**config.mk**
```make
export PLATFORM = sky130hd
export DESIGN_NAME = flyback_sweep_and_tracker_enable
export DESIGN_NICKNAME = d
export VERILOG_FILES = /design/src/shared/flyback_pkg.sv /design/src/shared/pulse_if.sv /design/src/design/flyback_sweep_and_tracker_enable.sv /design/src/design/pulse_timer.sv
export SDC_FILE = /design/constraint.sdc
export NUM_CORES = 1
export LEC_CHECK = 0
export ABC_CLOCK_PERIOD_IN_PS = 2500
export BUFFER_PORTS_ARGS = -buffer_cell sky130_fd_sc_hd__buf_4
export CORE_ASPECT_RATIO = 0.9
export CORE_MARGIN = 10
export CORE_UTILIZATION = 40
export CTS_CLUSTER_SIZE = 8
export DETAILED_ROUTE_END_ITERATION = 6
export HOLD_SLACK_MARGIN = 0.05
export PLACE_DENSITY = 0.71
export SYNTH_ARGS = -nofsm -noshare
export SYNTH_HDL_FRONTEND = slang
export SYNTH_SLANG_ARGS = --single-unit
```
**constraint.sdc**
```tcl
create_clock -name i_clk -period 2.5 [get_ports i_clk]
set_clock_uncertainty 0.1 [all_clocks]
set_input_delay 0.25 -clock i_clk [delete_from_list [all_inputs] [get_ports i_clk]]
set_output_delay 0.25 -clock i_clk [all_outputs]
set_load 0.03 [all_outputs]
```
**src/shared/flyback_pkg.sv**
```systemverilog
// Constants shared by the fly-back-and-sweep and tracker enable logic.
package flyback_pkg;

    // Clock rate and the fly back bias pulse length.
    localparam int CLK_HZ = 10_000_000;
    localparam int MS_PER_S = 1000;
    localparam int FLYBACK_MS = 10;
    localparam int FLYBACK_CYCLES = FLYBACK_MS * (CLK_HZ / MS_PER_S);
    localparam int TIMER_W = 17;

    // Register bus layout.
    localparam int ADDR_W = 8;
    localparam int DATA_W = 32;
    localparam logic [ADDR_W-1:0] CTRL_OFFSET = 8'h00;
    localparam logic [ADDR_W-1:0] STATUS_OFFSET = 8'h04;

    // Control register fields, write-one pulses that read back as zero.
    localparam int CTRL_SOFT_CLEAR_BIT = 0;
    localparam int CTRL_RSI_SET_BIT = 1;

    // Status register fields.
    localparam int ST_PSEUDO_ACQ_BIT = 0;
    localparam int ST_LOST_GLARE_BIT = 1;
    localparam int ST_FLYBACK_REQ_BIT = 2;
    localparam int ST_RSI_BIT = 3;
    localparam int ST_TRK_EN_BIT = 4;
    localparam int ST_BIAS_EN_BIT = 5;
    localparam int ST_ALT_ACQ_BIT = 6;

    localparam logic [DATA_W-1:0] DATA_ZERO = 32'h0000_0000;

    // Phase of the flyback request, Gray coded along idle, glare, request.
    typedef enum logic [1:0] {
        PHASE_IDLE = 2'b00,
        PHASE_GLARE = 2'b01,
        PHASE_REQUEST = 2'b11
    } phase_type;

endpackage : flyback_pkg

```
**src/shared/pulse_if.sv**
```systemverilog
// Trigger and active lines between the control logic and the pulse timer.
`timescale 1ns/100ps
interface pulse_if;
    logic trigger;
    logic active;

    modport ctrl (
        output trigger,
        input active
    );

    modport timer (
        input trigger,
        output active
    );
endinterface : pulse_if
```
**src/design/flyback_sweep_and_tracker_enable.sv**
```systemverilog
// Fly-back-and-sweep request and star tracker integrator enable logic.
//
// The implementer's own choices: the register offsets and the address-and-strobe port.
`timescale 1ns/100ps
module flyback_sweep_and_tracker_enable #(
    parameter int FLYBACK_CYCLES = flyback_pkg::FLYBACK_CYCLES
) (
    input wire logic i_clk,
    input wire logic i_reset,
    input wire logic i_ce,
    input wire logic i_power_on_pulse,
    input wire logic i_star_acquired,
    input wire logic i_tracker_power,
    input wire logic i_intensity_override_ff,
    input wire logic i_roll_error_null,
    input wire logic i_stray_light,
    input wire logic i_roll_drift_cmd_ff,
    input wire logic i_alt_sun_gate,
    input wire logic i_roll_step_cmd_ff,
    input wire logic i_star_reject_cmd,
    input wire logic i_maneuver_prep_mode,
    input wire logic i_inertial_mode,
    input wire logic i_gyro_ready_timer,
    input wire logic i_roll_search_set,
    input wire logic [flyback_pkg::ADDR_W-1:0] i_addr,
    input wire logic [flyback_pkg::DATA_W-1:0] i_wdata,
    input wire logic i_wr,
    input wire logic i_rd,
    output logic [flyback_pkg::DATA_W-1:0] o_rdata,
    output logic o_pseudo_acquired,
    output logic o_flyback_sweep_req,
    output logic o_flyback_bias_enable,
    output logic o_tracker_integrator_enable,
    output logic o_roll_search_inhibit
);

    flyback_pkg::phase_type phase_q;
    flyback_pkg::phase_type phase_d;

    logic pseudo_acquired_q;
    logic lost_glare_q;
    logic flyback_req_q;
    logic flyback_req_prev_q;
    logic roll_search_inhibit_q;
    logic tracker_enable_q;
    logic [flyback_pkg::DATA_W-1:0] rdata_q;

    logic alt_star_acquired;
    logic power_clear;
    logic acq_clear;
    logic soft_clear;
    logic soft_rsi_set;
    logic ctrl_write;
    logic disable_term;
    logic tracker_enable_d;

    pulse_if bias_pulse ();

    // Alternate acquisition is built here from the raw tracker signals.
    assign alt_star_acquired = (i_star_acquired & i_tracker_power)
        | (i_intensity_override_ff & i_roll_error_null);

    // Software may issue a clear of its own; it acts like power-on.
    assign ctrl_write = i_wr && (i_addr == flyback_pkg::CTRL_OFFSET);
    assign soft_clear = ctrl_write
        && i_wdata[flyback_pkg::CTRL_SOFT_CLEAR_BIT];
    assign soft_rsi_set = ctrl_write
        && i_wdata[flyback_pkg::CTRL_RSI_SET_BIT];
    assign power_clear = i_power_on_pulse | soft_clear;

    // Reacquisition outside stray light releases the glare chain.
    assign acq_clear = (alt_star_acquired & ~i_stray_light)
        | power_clear;

    // Pseudo-acquired simply holds its value while stray light is present.
    always_ff @(posedge i_clk) begin
        if (i_reset) begin
            pseudo_acquired_q <= 1'b0;
        end else if (i_ce) begin
            if (!i_stray_light) begin
                pseudo_acquired_q <= alt_star_acquired;
            end
        end
    end

    // Glare-loss and request state as one small machine; the clear term
    // is tested first so that it wins over any set in the same cycle.
    always_comb begin
        phase_d = phase_q;
        if (acq_clear) begin
            phase_d = flyback_pkg::PHASE_IDLE;
        end else begin
            case (phase_q)
                flyback_pkg::PHASE_IDLE: begin
                    if (!alt_star_acquired && i_stray_light
                        && pseudo_acquired_q) begin
                        phase_d = flyback_pkg::PHASE_GLARE;
                    end
                end
                flyback_pkg::PHASE_GLARE: begin
                    if (!alt_star_acquired && !i_stray_light) begin
                        phase_d = flyback_pkg::PHASE_REQUEST;
                    end
                end
                flyback_pkg::PHASE_REQUEST: begin
                    phase_d = flyback_pkg::PHASE_REQUEST;
                end
                default: begin
                    phase_d = flyback_pkg::PHASE_IDLE;
                end
            endcase
        end
    end

    always_ff @(posedge i_clk) begin
        if (i_reset) begin
            phase_q <= flyback_pkg::PHASE_IDLE;
        end else if (i_ce) begin
            phase_q <= phase_d;
        end
    end

    // The lost-in-glare flop stays set alongside the request, as both
    // are only ever released together.
    always_ff @(posedge i_clk) begin
        if (i_reset) begin
            lost_glare_q <= 1'b0;
            flyback_req_q <= 1'b0;
        end else if (i_ce) begin
            lost_glare_q <= (phase_d != flyback_pkg::PHASE_IDLE);
            flyback_req_q <= (phase_d == flyback_pkg::PHASE_REQUEST);
        end
    end

    // Only the low-to-high edge of the request fires the bias pulse, so a
    // request that stays set does not keep the bias applied.
    always_ff @(posedge i_clk) begin
        if (i_reset) begin
            flyback_req_prev_q <= 1'b0;
        end else if (i_ce) begin
            flyback_req_prev_q <= flyback_req_q;
        end
    end

    assign bias_pulse.trigger = flyback_req_q & ~flyback_req_prev_q
        & i_ce;

    pulse_timer #(
        .CYCLES(FLYBACK_CYCLES)
    ) bias_timer (
        .i_clk(i_clk),
        .i_reset(i_reset),
        .i_ce(i_ce),
        .pulse(bias_pulse)
    );

    // The spin-up detector that normally sets the inhibit sits elsewhere;
    // its set and a software set both lose against any clear term.
    always_ff @(posedge i_clk) begin
        if (i_reset) begin
            roll_search_inhibit_q <= 1'b0;
        end else if (i_ce) begin
            if ((i_star_reject_cmd && !i_roll_step_cmd_ff)
                || i_maneuver_prep_mode || power_clear) begin
                roll_search_inhibit_q <= 1'b0;
            end else if (i_roll_search_set || soft_rsi_set) begin
                roll_search_inhibit_q <= 1'b1;
            end
        end
    end

    // Sum of every term that takes the tracker off the roll amplifier.
    always_comb begin
        disable_term = 1'b0;
        if (i_roll_drift_cmd_ff) begin
            disable_term = 1'b1;
        end
        if (!i_alt_sun_gate) begin
            disable_term = 1'b1;
        end
        if (roll_search_inhibit_q) begin
            disable_term = 1'b1;
        end
        if (i_roll_step_cmd_ff && i_gyro_ready_timer) begin
            disable_term = 1'b1;
        end
        if (i_inertial_mode && i_gyro_ready_timer) begin
            disable_term = 1'b1;
        end
        if (flyback_req_q && i_gyro_ready_timer) begin
            disable_term = 1'b1;
        end
        if (i_stray_light
            && (!pseudo_acquired_q || i_gyro_ready_timer)) begin
            disable_term = 1'b1;
        end
    end

    assign tracker_enable_d = (pseudo_acquired_q | ~i_stray_light)
        & ~disable_term;

    // Registered so the amplifier sees a glitch-free level; costs one
    // clock of latency, far below the amplifier's own response.
    always_ff @(posedge i_clk) begin
        if (i_reset) begin
            tracker_enable_q <= 1'b0;
        end else if (i_ce) begin
            tracker_enable_q <= tracker_enable_d;
        end
    end

    // Read data stand after the read strobe until the next clock-enabled edge clears them.
    always_ff @(posedge i_clk) begin
        if (i_reset) begin
            rdata_q <= flyback_pkg::DATA_ZERO;
        end else if (i_ce) begin
            rdata_q <= flyback_pkg::DATA_ZERO;
            if (i_rd) begin
                if (i_addr == flyback_pkg::STATUS_OFFSET) begin
                    rdata_q[flyback_pkg::ST_PSEUDO_ACQ_BIT] <=
                        pseudo_acquired_q;
                    rdata_q[flyback_pkg::ST_LOST_GLARE_BIT] <=
                        lost_glare_q;
                    rdata_q[flyback_pkg::ST_FLYBACK_REQ_BIT] <=
                        flyback_req_q;
                    rdata_q[flyback_pkg::ST_RSI_BIT] <=
                        roll_search_inhibit_q;
                    rdata_q[flyback_pkg::ST_TRK_EN_BIT] <=
                        tracker_enable_q;
                    rdata_q[flyback_pkg::ST_BIAS_EN_BIT] <=
                        bias_pulse.active;
                    rdata_q[flyback_pkg::ST_ALT_ACQ_BIT] <=
                        alt_star_acquired;
                end
            end
        end
    end

    assign o_rdata = rdata_q;
    assign o_pseudo_acquired = pseudo_acquired_q;
    assign o_flyback_sweep_req = flyback_req_q;
    assign o_flyback_bias_enable = bias_pulse.active;
    assign o_tracker_integrator_enable = tracker_enable_q;
    assign o_roll_search_inhibit = roll_search_inhibit_q;

endmodule : flyback_sweep_and_tracker_enable

```
**src/design/pulse_timer.sv**
```systemverilog
// Retriggerable fixed-length pulse timer driven by a cycle count.
`timescale 1ns/100ps
module pulse_timer #(
    parameter int CYCLES = flyback_pkg::FLYBACK_CYCLES
) (
    input wire logic i_clk,
    input wire logic i_reset,
    input wire logic i_ce,
    pulse_if.timer pulse
);

    localparam logic [flyback_pkg::TIMER_W-1:0] LOAD_VALUE =
        flyback_pkg::TIMER_W'(CYCLES);
    localparam logic [flyback_pkg::TIMER_W-1:0] ONE = 17'h00001;

    logic [flyback_pkg::TIMER_W-1:0] count_q;
    logic active_q;

    // A new trigger reloads the full length even mid-pulse.
    always_ff @(posedge i_clk) begin
        if (i_reset) begin
            count_q <= '0;
            active_q <= 1'b0;
        end else if (i_ce) begin
            if (pulse.trigger) begin
                count_q <= LOAD_VALUE;
                active_q <= 1'b1;
            end else if (active_q) begin
                count_q <= count_q - ONE;
                active_q <= (count_q != ONE);
            end
        end
    end

    assign pulse.active = active_q;

endmodule : pulse_timer

```
Word-level counts from Yosys, hierarchy flattened
Cells that the tools add are included.
{ "classes": {"add_sub_neg": 1, "bitwise": 13, "n_reduce_logical": 27, "n_mux": 19, "n_eq_ne": 5} }
{ "op_table": {"columns": ["operator", "n"], "rows": [
  ["2-to-1 mux 17 bit", 2],
  ["!= test 17 x 1 -> 1 bit (second input constant)", 1],
  ["subtractor 17 x 1 -> 17 bit (second input constant)", 1],
  ["2-to-1 mux 7 bit", 2],
  ["logical AND 1 bit", 11],
  ["2-to-1 mux 1 bit", 11],
  ["== test 8 x 3 -> 1 bit (second input constant)", 1],
  ["logical NOT 8 bit", 1],
  ["bitwise AND 1 bit", 6],
  ["2-to-1 mux 2 bit", 3],
  ["case mux 2 bit (3 select lines)", 1],
  ["AND reduction 2 bit", 3],
  ["nonzero test 2 bit", 3],
  ["== test 2 bit (second input constant)", 2],
  ["logical NOT 1 bit", 4],
  ["logical OR 1 bit", 4],
  ["bitwise OR 1 bit", 4],
  ["inverter 1 bit", 3],
  ["== test 2 x 1 -> 1 bit (second input constant)", 1],
  ["logical NOT 2 bit", 1]
]} }
{ "totals": {"output_inout_bits": 37, "ff_bits": 33} }

Depth between registers and ports, before layout
Gate-level depths: netlist of the first run.
{ "depth": {"word_depth": 9, "mapped_depth": 6} }

Cells and area by module
From an unflattened synthesis of the first run, not the netlist that was laid out.
{ "hier_totals": {"cells_unflattened": 201, "hier_area_um2": 1767.9} }
{ "modules_own_cells": {"columns": ["module", "seq_area_each_um2", "n_inst", "cells_per_inst", "area_per_inst_um2"], "rows": [
  ["pulse_timer", 360.3, 1, 101, 900.9],
  ["flyback_sweep_and_tracker_enable", 300.3, 1, 100, 867.1]
]} }

Worst setup path after synthesis of the first run
OpenSTA, ideal clock, no wires.
{ "synth_path": {"path_kind": "flip-flop to flip-flop", "start": "register flyback_req_q (netlist: o_flyback_sweep_req)", "end": "register bias_timer.count_q[13] (netlist name)", "stages_incl_launch_ff": 7, "arrival_ns": 1.768, "n_path_buf": 2, "setup_time_ns": 0.071, "period_less_slack_ns": 1.939, "setup_slack_ns": 0.561, "cell_sequence": "dfxtp_1 -> nor2b_1 -> clkbuf_2 -> o211ai_1 -> buf_2 -> or4_1 -> a21oi_1"} }
{ "synth_between": {"elab_chain_cells": 4, "elab_cells_between_ends": 5, "classes_between": "mux (1); bitwise (2); reduce/logical (2)"} }
{ "synth_rtl": {"columns": ["item", "line", "rtl"], "rows": [
  ["start, declared", "flyback_sweep_and_tracker_enable.sv:42", "logic flyback_req_q;"],
  ["start signal, assigned", "flyback_sweep_and_tracker_enable.sv:131", "flyback_req_q <= (phase_d == flyback_pkg::PHASE_REQUEST);"],
  ["bitwise AND 1 bit (*)", "flyback_sweep_and_tracker_enable.sv:145", "assign bias_pulse.trigger = flyback_req_q & ~flyback_req_prev_q"],
  ["bitwise AND 1 bit (*)", "flyback_sweep_and_tracker_enable.sv:146", "& i_ce;"],
  ["nonzero test 2 bit (no source line)", null, null],
  ["AND reduction 2 bit (no source line)", null, null],
  ["end signal, assigned", "pulse_timer.sv:29", "count_q <= count_q - ONE;"],
  ["end, declared", "pulse_timer.sv:16", "logic [flyback_pkg::TIMER_W-1:0] count_q;"]
]} }
Mark *: on every way between the ends. The rest lies on a longest branch, timed or not.
A chain may end at the register's enable or synchronous reset.

Final worst setup path of the first run
{ "layout_path": {"start": "register bias_timer.count_q[4] (netlist name)", "end": "register bias_timer.count_q[15] (netlist name)"} }
{ "layout_between": {"elab_chain_cells": 3} }
{ "layout_rtl": {"columns": ["item", "line", "rtl"], "rows": [
  ["subtractor 17 x 1 -> 17 bit", "pulse_timer.sv:29", null],
  ["2-to-1 mux 17 bit", "pulse_timer.sv:28", "end else if (active_q) begin"],
  ["2-to-1 mux 17 bit", "pulse_timer.sv:25", "if (pulse.trigger) begin"]
]} }
No other way between the ends. The select of a mux whose other input is x is not followed.

==> metrics, run 1 <==
wire length per cell=14.2 um; Worst-path clk slew=0.07 ns; Initial Util=41.9%; hpwl dp=approximately 3100 um; leakage power=approximately 0.88 nW; Tmin final=2.15 ns; Critical Path AT=2.26 ns; slowest stage delay, CP=around 0.61 ns; highest-delay cell along the critical path=or4_1; worst r2r src=bias_timer.count_q[4]; power per cell area=approximately 560 nW/um2; Max clock buf depth=2; Metal-1 WL=1900 um; GRT Util Overall=11.5%; most frequent cells after synthesis=33 x dfxtp_1, 25 x buf_4, 17 x a21oi_1, 16 x nor2_1; most common cell in the netlist=dfxtp_1; peak supply drop=0.307 mV; top cells by area, synth=dfxtp_1 38%, buf_4 11%, a21oi_1 4.9%; Req. time, crit path=around 2.6 ns; RSZ-0062 raised after global routing=false; Resized Gates After CTS=0; synthesized instance count=200; Clock power frac=44.1%; top sig layer=met4; Worst Path Max Fanout=11; WP depth=4; Pre-antenna DRT Iters=4; via count=1485; pin count of the biggest net entering global routing=24; Detailed Route Iter0 Violations=47; Buf/Inv on CP=0; synthesized area=1730 um2; Fin. Hold Viols=0; Post-Layout Cell Count=290; final period utilization=85.9%; CP Launch Type=flop; status=finished, final reports clean; Syn. warnings=0; placed instance count=282; Hold Crit Class=in -> reg; FF-to-FF setup slack=0.35 ns; Die X-Extent=89.4 um; Yosys top cell by area=dfxtp_1; H-tree Lvls=2; Num CTS Buffers=5; Setup crit start=bias_timer.count_q[4]; Slew Viols, Final=0; post-synth top area share=about two fifths; Synth cell types=47; Net Switching=0.283 mW; met3 WL=238 um; maxcap violations=0; Sw Share=roughly a quarter; fraction of layout cells with a size suffix above 1=24.0%; max reg flops=17; Flop pwr share=45.1%; number of I/O port buffers=40; worst path cell trace=nor3_1 -> o211ai_1 -> or4_1 -> a31oi_1; Max Fclk=466 MHz; vias in the first global route=1375; RR Endpoint=bias_timer.count_q[15]; Core Region=a little over 4000 um2; Synth async-reset ratio=0%; Slew @ Worst Pin=0.715 ns; area growth from synthesis to layout=21.7%; depth of the worst register-to-register path=4; DR WL met2=1920 um; GRT overflow=0; largest register by flop count=bias_timer.count_q; CTS Hold Bufs=0; first-pass GRT wire length=6580 um; Yosys reg bits=33; post-synthesis sequential area ratio=38.2%; total wire length=4120 um; fin nets=302; Via density=5.12; # setup viols final=0; Worst Setup End Kind=flop; Slew Limit Headroom=52.1%; combinational share of power=between 10% and 20%; Worst Setup EP=bias_timer.count_q[15]; Post-synth EDFFs=0; root buffer cell=clkbuf_8; antenna-violating nets left=0; Mapped Avg Cell Area=8.66 um2; die height=82.4 um; CTS Sinks=33; DRC Markers=0; post-CTS setup buffer count=0; io pins=96; TritonCTS clock tree=yes; die area=7360 um2; worst skew pair latency=0.28 ns; Ant. Diodes=0; crit path kind=reg -> reg; cell row count=22; Top FF cell, synth=dfxtp_1; Top delay family on crit path=simple AND/OR/NAND/NOR gates; antenna violations before repair=0; GP Congestion=around 0.76; internal cell power=0.893 mW; Setup TNS Final=0 ns
## kinds of logic (layout without fill, tap and decap cells)
| logic type | count (synthesis) | after routing | share of synthesized area, % |
|---|---|---|---|
| AOI/OAI and AO/OA | 53 | 53 | 20.4 |
| xor gates and xnor gates | 6 | 6 | 3.04 |
| adders and majority gates | 2 | 2 | 1.44 |
| buffers and inverters | 39 | 57 | 14.0 |
| DFF | 33 | 33 | 38.2 |
| muxes | 1 | 1 | 0.578 |
| other | 1 | 25 | 0.217 |
| and+or+nand+nor | 65 | 65 | 22.2 |
## worst min-delay path, stage by stage
cell and delay [ns]:
buf_4 0.08, a211oi_1 0.04, nand3_1 0.07, a221oi_1 0.07
## layer usage
| metal | track usage (%) | up-vias |
|---|---|---|
| met5 | 0 | - |
| met4 | 5.24 | 0 |
| met3 | 4.01 | 4 |
| met2 | 18.3 | 37 |
| met1 | 13.8 | 692 |
| li1 | - | 752 |
## per-stage QoR
step | cell area, um2 | power, mW | setup WS, ns | utilization [%] | hold slack, ns
after floorplan | 1820 | 0.652 | 0.561 | - | 0.327
after global placement | 1990 | 0.667 | 0.390 | 48.2 | 0.342
after detailed placement | 1990 | 0.668 | 0.378 | 48.2 | 0.347
after CTS | 2110 | 1.19 | 0.350 | 51.1 | 0.159
after global routing | 2110 | 1.22 | 0.110 | 51.1 | 0.202
final | 2110 | 1.18 | 0.353 | 51.1 | 0.169
## area by class of cell
type,instances,area [um2]
Fill cell,388,2020
Multi-Input combinational cell,152,918
Sequential cell,33,661
Timing Repair Buffer,44,330
Clock buffer,6,82.6
Tap cell,48,60.1
Clock inverter,2,37.5
Inverter,5,18.8
## cells in the final DEF (no fill, tap or decap), drive strengths merged, types with 2 or more instances in the layout
cell	count
conb	25
a211oi	2
o31ai	9
clkbuf	6
nor2b	9
and3b	2
ha	2
xor2	3
nor2	16
nand3	2
o21ai	5
nand2b	5
nor3b	2
or3	6
a21o	2
o211ai	4
a31oi	5
inv	5
a21oi	17
xnor2	3
buf	44
nor3	2
dfxtp	33
or2	2
or4	9
nand2	5
o21bai	2
a32o	2
## how the worst min path moves through the flow
| stage | from | end | slack (ns) | cells past startpoint |
|---|---|---|---|---|
| 2_1_floorplan | lost_glare_q | lost_glare_q | 0.33 | 1 |
| 3_3_place_gp | lost_glare_q | lost_glare_q | 0.34 | 1 |
| 3_5_place_dp | lost_glare_q | lost_glare_q | 0.35 | 1 |
| 4_1_cts | i_maneuver_prep_mode | o_roll_search_inhibit | 0.16 | 4 |
| 5_1_grt | i_wr | o_roll_search_inhibit | 0.20 | 3 |
| 6_report | i_maneuver_prep_mode | o_roll_search_inhibit | 0.17 | 4 |
## power by group through the flow
stage / clock, mW / combinational [mW] / sequential, mW
2_1_floorplan: 0 / 0.107 / 0.545
3_3_place_gp: 0 / 0.125 / 0.542
3_5_place_dp: 0 / 0.126 / 0.542
4_1_cts: 0.536 / 0.126 / 0.530
5_1_grt: 0.559 / 0.136 / 0.530
6_report: 0.518 / 0.128 / 0.530
No activity file was read; power rests on OpenSTA's default activity.
==> run 2: changes to the inputs <==
--- a/config.mk
+++ b/config.mk
@@ -7,2 +7,3 @@
 export LEC_CHECK = 0
+export ABC_AREA = 1
 export ABC_CLOCK_PERIOD_IN_PS = 2500
@@ -15,3 +16,3 @@
 export HOLD_SLACK_MARGIN = 0.05
-export PLACE_DENSITY = 0.71
+export PLACE_DENSITY = 0.69
 export SYNTH_ARGS = -nofsm -noshare
--- a/constraint.sdc
+++ b/constraint.sdc
@@ -4,2 +4,2 @@
 set_output_delay 0.25 -clock i_clk [all_outputs]
-set_load 0.03 [all_outputs]
+set_load 0.02 [all_outputs]
==> run 2 against run 1 <==
Net effect: combinational power shrank 4%; worst hold slack gained 0.00071 ns; fmax grew 36%; design area grew 8.0%; total power shrank 11%; utilization shrank 1.3 points; first-iteration DRC count grew 74%; cell count grew 33%; register-to-register slack gained 0.56 ns; largest cell class unchanged; largest power group unchanged.
==> metrics, run 2 <==
Critical Path AT=1.67 ns (-0.59 ns); max reg flops=17 (unchanged); cell row count=23 (+4.5%); status=finished, final reports clean; slowest stage delay, CP=0.49 ns (-0.12 ns); GP Congestion=0.845 (+11%); CTS Sinks=33 (unchanged); antenna-violating nets left=0 (unchanged); Hold Path End=o_rdata[6]; io pins=96 (unchanged); maxcap violations=0 (unchanged); Final Util=49.7% (-1.3 points); Resized Gates After CTS=0 (unchanged); antenna violations before repair=0 (unchanged); Synth cell types=32 (-32%); placed instance count=379 (+34%); Fin. Hold Viols=0 (unchanged); total wire length=4540 um (+10%); Mapped Avg Cell Area=6.87 um2 (-21%); FF-to-FF setup slack=0.92 ns (+0.56 ns); DRC Markers=0 (unchanged); Syn. warnings=0 (unchanged); Die X-Extent=93.4 um (+4.5%); CP Launch Type=flop; worst r2r src=o_flyback_sweep_req; Post-synth EDFFs=0 (unchanged); pin count of the biggest net entering global routing=18 (-25%); Yosys reg bits=33 (unchanged); Num CTS Buffers=5 (unchanged); synthesized area=1940 um2 (+12%); H-tree Lvls=2 (unchanged); Worst Setup End Kind=flop; depth of the worst register-to-register path=7 (+3); Tmin final=1.58 ns (-0.565 ns); fraction of layout cells with a size suffix above 1=20.3% (-3.7 points); Post-Layout Cell Count=387 (+33%); Req. time, crit path=2.59 ns (-0.02 ns); area growth from synthesis to layout=17.5%; most common cell after layout, fill and taps aside=nand2_1; Initial Util=42.3% (+0.39 points); leakage power=1.07 nW (+22%); commonest cells after routing, fill and taps aside=57 x nand2_1, 40 x buf_4, 38 x inv_1; first-pass GRT wire length=7550 um (+15%); most frequent cells after synthesis=57 x nand2_1, 38 x inv_1, 35 x nor2_1, 33 x dfxtp_1, 25 x buf_4; Via density=4.56 (-11%); die height=86.0 um (+4.4%); peak supply drop=0.298 mV (-3.0%); Core Region=4580 um2 (+11%); Slew Viols, Final=0 (unchanged); Hold Crit Class=in -> reg; post-synthesis sequential area ratio=34.1% (-4.0 points); most common cell in the netlist=nand2_1; Hold Crit Start=i_reset; fillcell total=469 (+21%); wire length per cell=11.7 um (-17%); # setup viols final=0 (unchanged); Buf/Inv on CP=0 (unchanged); fin nets=385 (+27%); RR Endpoint=bias_timer.count_q[12]; worst skew pair latency=0.28 ns (about the same); Yosys top cell by area=dfxtp_1; Final Power=1.04 mW (-11%); top cells by area, synth=dfxtp_1 34%, nand2_1 11%, buf_4 9.7%; TritonCTS clock tree=yes; Detailed Route Iter0 Violations=82 (+74%); hpwl dp=3620 um (+16%); via count=1764 (+19%); Slew @ Worst Pin=0.499 ns (-0.216 ns); root buffer cell=clkbuf_8; RSZ-0062 raised after global routing=false; number of I/O port buffers=40 (unchanged); worst path cell trace=nand3_4 -> a21boi_4 -> nand2_4 -> nor2_4 -> nand3_1 -> nand2_1 -> nor2_1; vias in the first global route=1676 (+22%); Worst Path Max Fanout=8 (-3); die area=8030 um2 (+9.0%); post-synth top area share=34.1% (-4.0 points); Max Fclk=632 MHz (+36%); Slew Limit Headroom=66.5% (+14 points); Hold Crit Depth=2 (-2); Ant. Diodes=0 (unchanged); Synth async-reset ratio=0% (unchanged); crit path kind=reg -> reg; Max clock buf depth=2 (unchanged); post-CTS setup buffer count=0 (unchanged); Pre-antenna DRT Iters=4 (unchanged); highest-delay cell along the critical path=dfxtp_1; Worst-path clk slew=0.07 ns (about the same); Top FF cell, synth=dfxtp_1; synthesized instance count=282 (+41%); CTS Hold Bufs=0 (unchanged); Top delay family on crit path=simple AND/OR/NAND/NOR gates; power per cell area=459 nW/um2 (-18%); Setup TNS Final=0 ns (unchanged); GRT Util Overall=11.4% (-0.19 points); largest register by flop count=bias_timer.count_q; final period utilization=63.3% (-23 points); GRT overflow=0 (unchanged)
-- run 2: changes by cell type in the layout (fill, tap and decap cells not counted), moves of 8 or more --
cell	delta
nand2_1	+52
nor2_1	+19
nand3_1	+19
inv_1	+33
nor2b_1	-9
o31ai_1	-8
-- run 2: worst max-delay path by stage --
stage / startpoint / to / slack [ns] / cells after the start
6_report: o_flyback_sweep_req / bias_timer.count_q[12] / 0.92 / 7
5_1_grt: bias_timer.count_q[2] / bias_timer.count_q[10] / 0.77 / 8
2_1_floorplan: o_flyback_sweep_req / bias_timer.count_q[12] / 1.03 / 7
4_1_cts: o_flyback_sweep_req / bias_timer.count_q[12] / 0.90 / 7
3_5_place_dp: o_flyback_sweep_req / bias_timer.count_q[12] / 0.90 / 7
3_3_place_gp: o_flyback_sweep_req / bias_timer.count_q[12] / 0.93 / 7
-- run 2: where the power goes --
group	leakage, nW	switching, mW	internal [mW]
clock	0.0450	0.196	0.193
sequential	0.266	0.00338	0.529
combinational	0.763	0.0793	0.0434
-- run 2: area by class of cell --
cell class | instances | area (um2) | share of cell area (%)
sequential | 33 | 661 | 29.0
timing repair buffer | 40 | 300 | 13.2
clock inverter | 2 | 10.0 | 0.440
clock buffer | 6 | 72.6 | 3.19
inverter | 39 | 146 | 6.43
multi-input combinational | 205 | 1010 | 44.3
tap | 62 | 77.6 | 3.41
-- run 2: routing by layer --
layer | track usage [%] | routed length (um) | share of wire, % | vias to the layer above
li1 | - | - | - | 924
met1 | 13.4 | 1990 | 44 | 787
met2 | 18.6 | 2080 | 46 | 46
met3 | 3.48 | 393 | 8.7 | 7
met4 | 4.62 | 72 | 1.6 | 0
met5 | 0 | 0 | 0 | -
-- run 2: kinds of logic after synthesis --
group / share of synthesized area (%)
buffers and inverters: 18.5
other: 0.194
and+or+nand+nor: 34.0
adders and majority gates: 1.29
AOI/OAI and AO/OA: 11.9
DFF: 34.1
-- run 2: metrics by stage --
| stage | instance area, um2 | hold slack, ns | setup slack (ns) |
|---|---|---|---|
| 2_1_floorplan | 2030 | 0.312 | 1.03 |
| 3_3_place_gp | 2190 | 0.354 | 0.929 |
| 3_5_place_dp | 2190 | 0.355 | 0.905 |
| 4_1_cts | 2280 | 0.161 | 0.896 |
| 5_1_grt | 2280 | 0.175 | 0.774 |
| 6_report | 2280 | 0.169 | 0.918 |
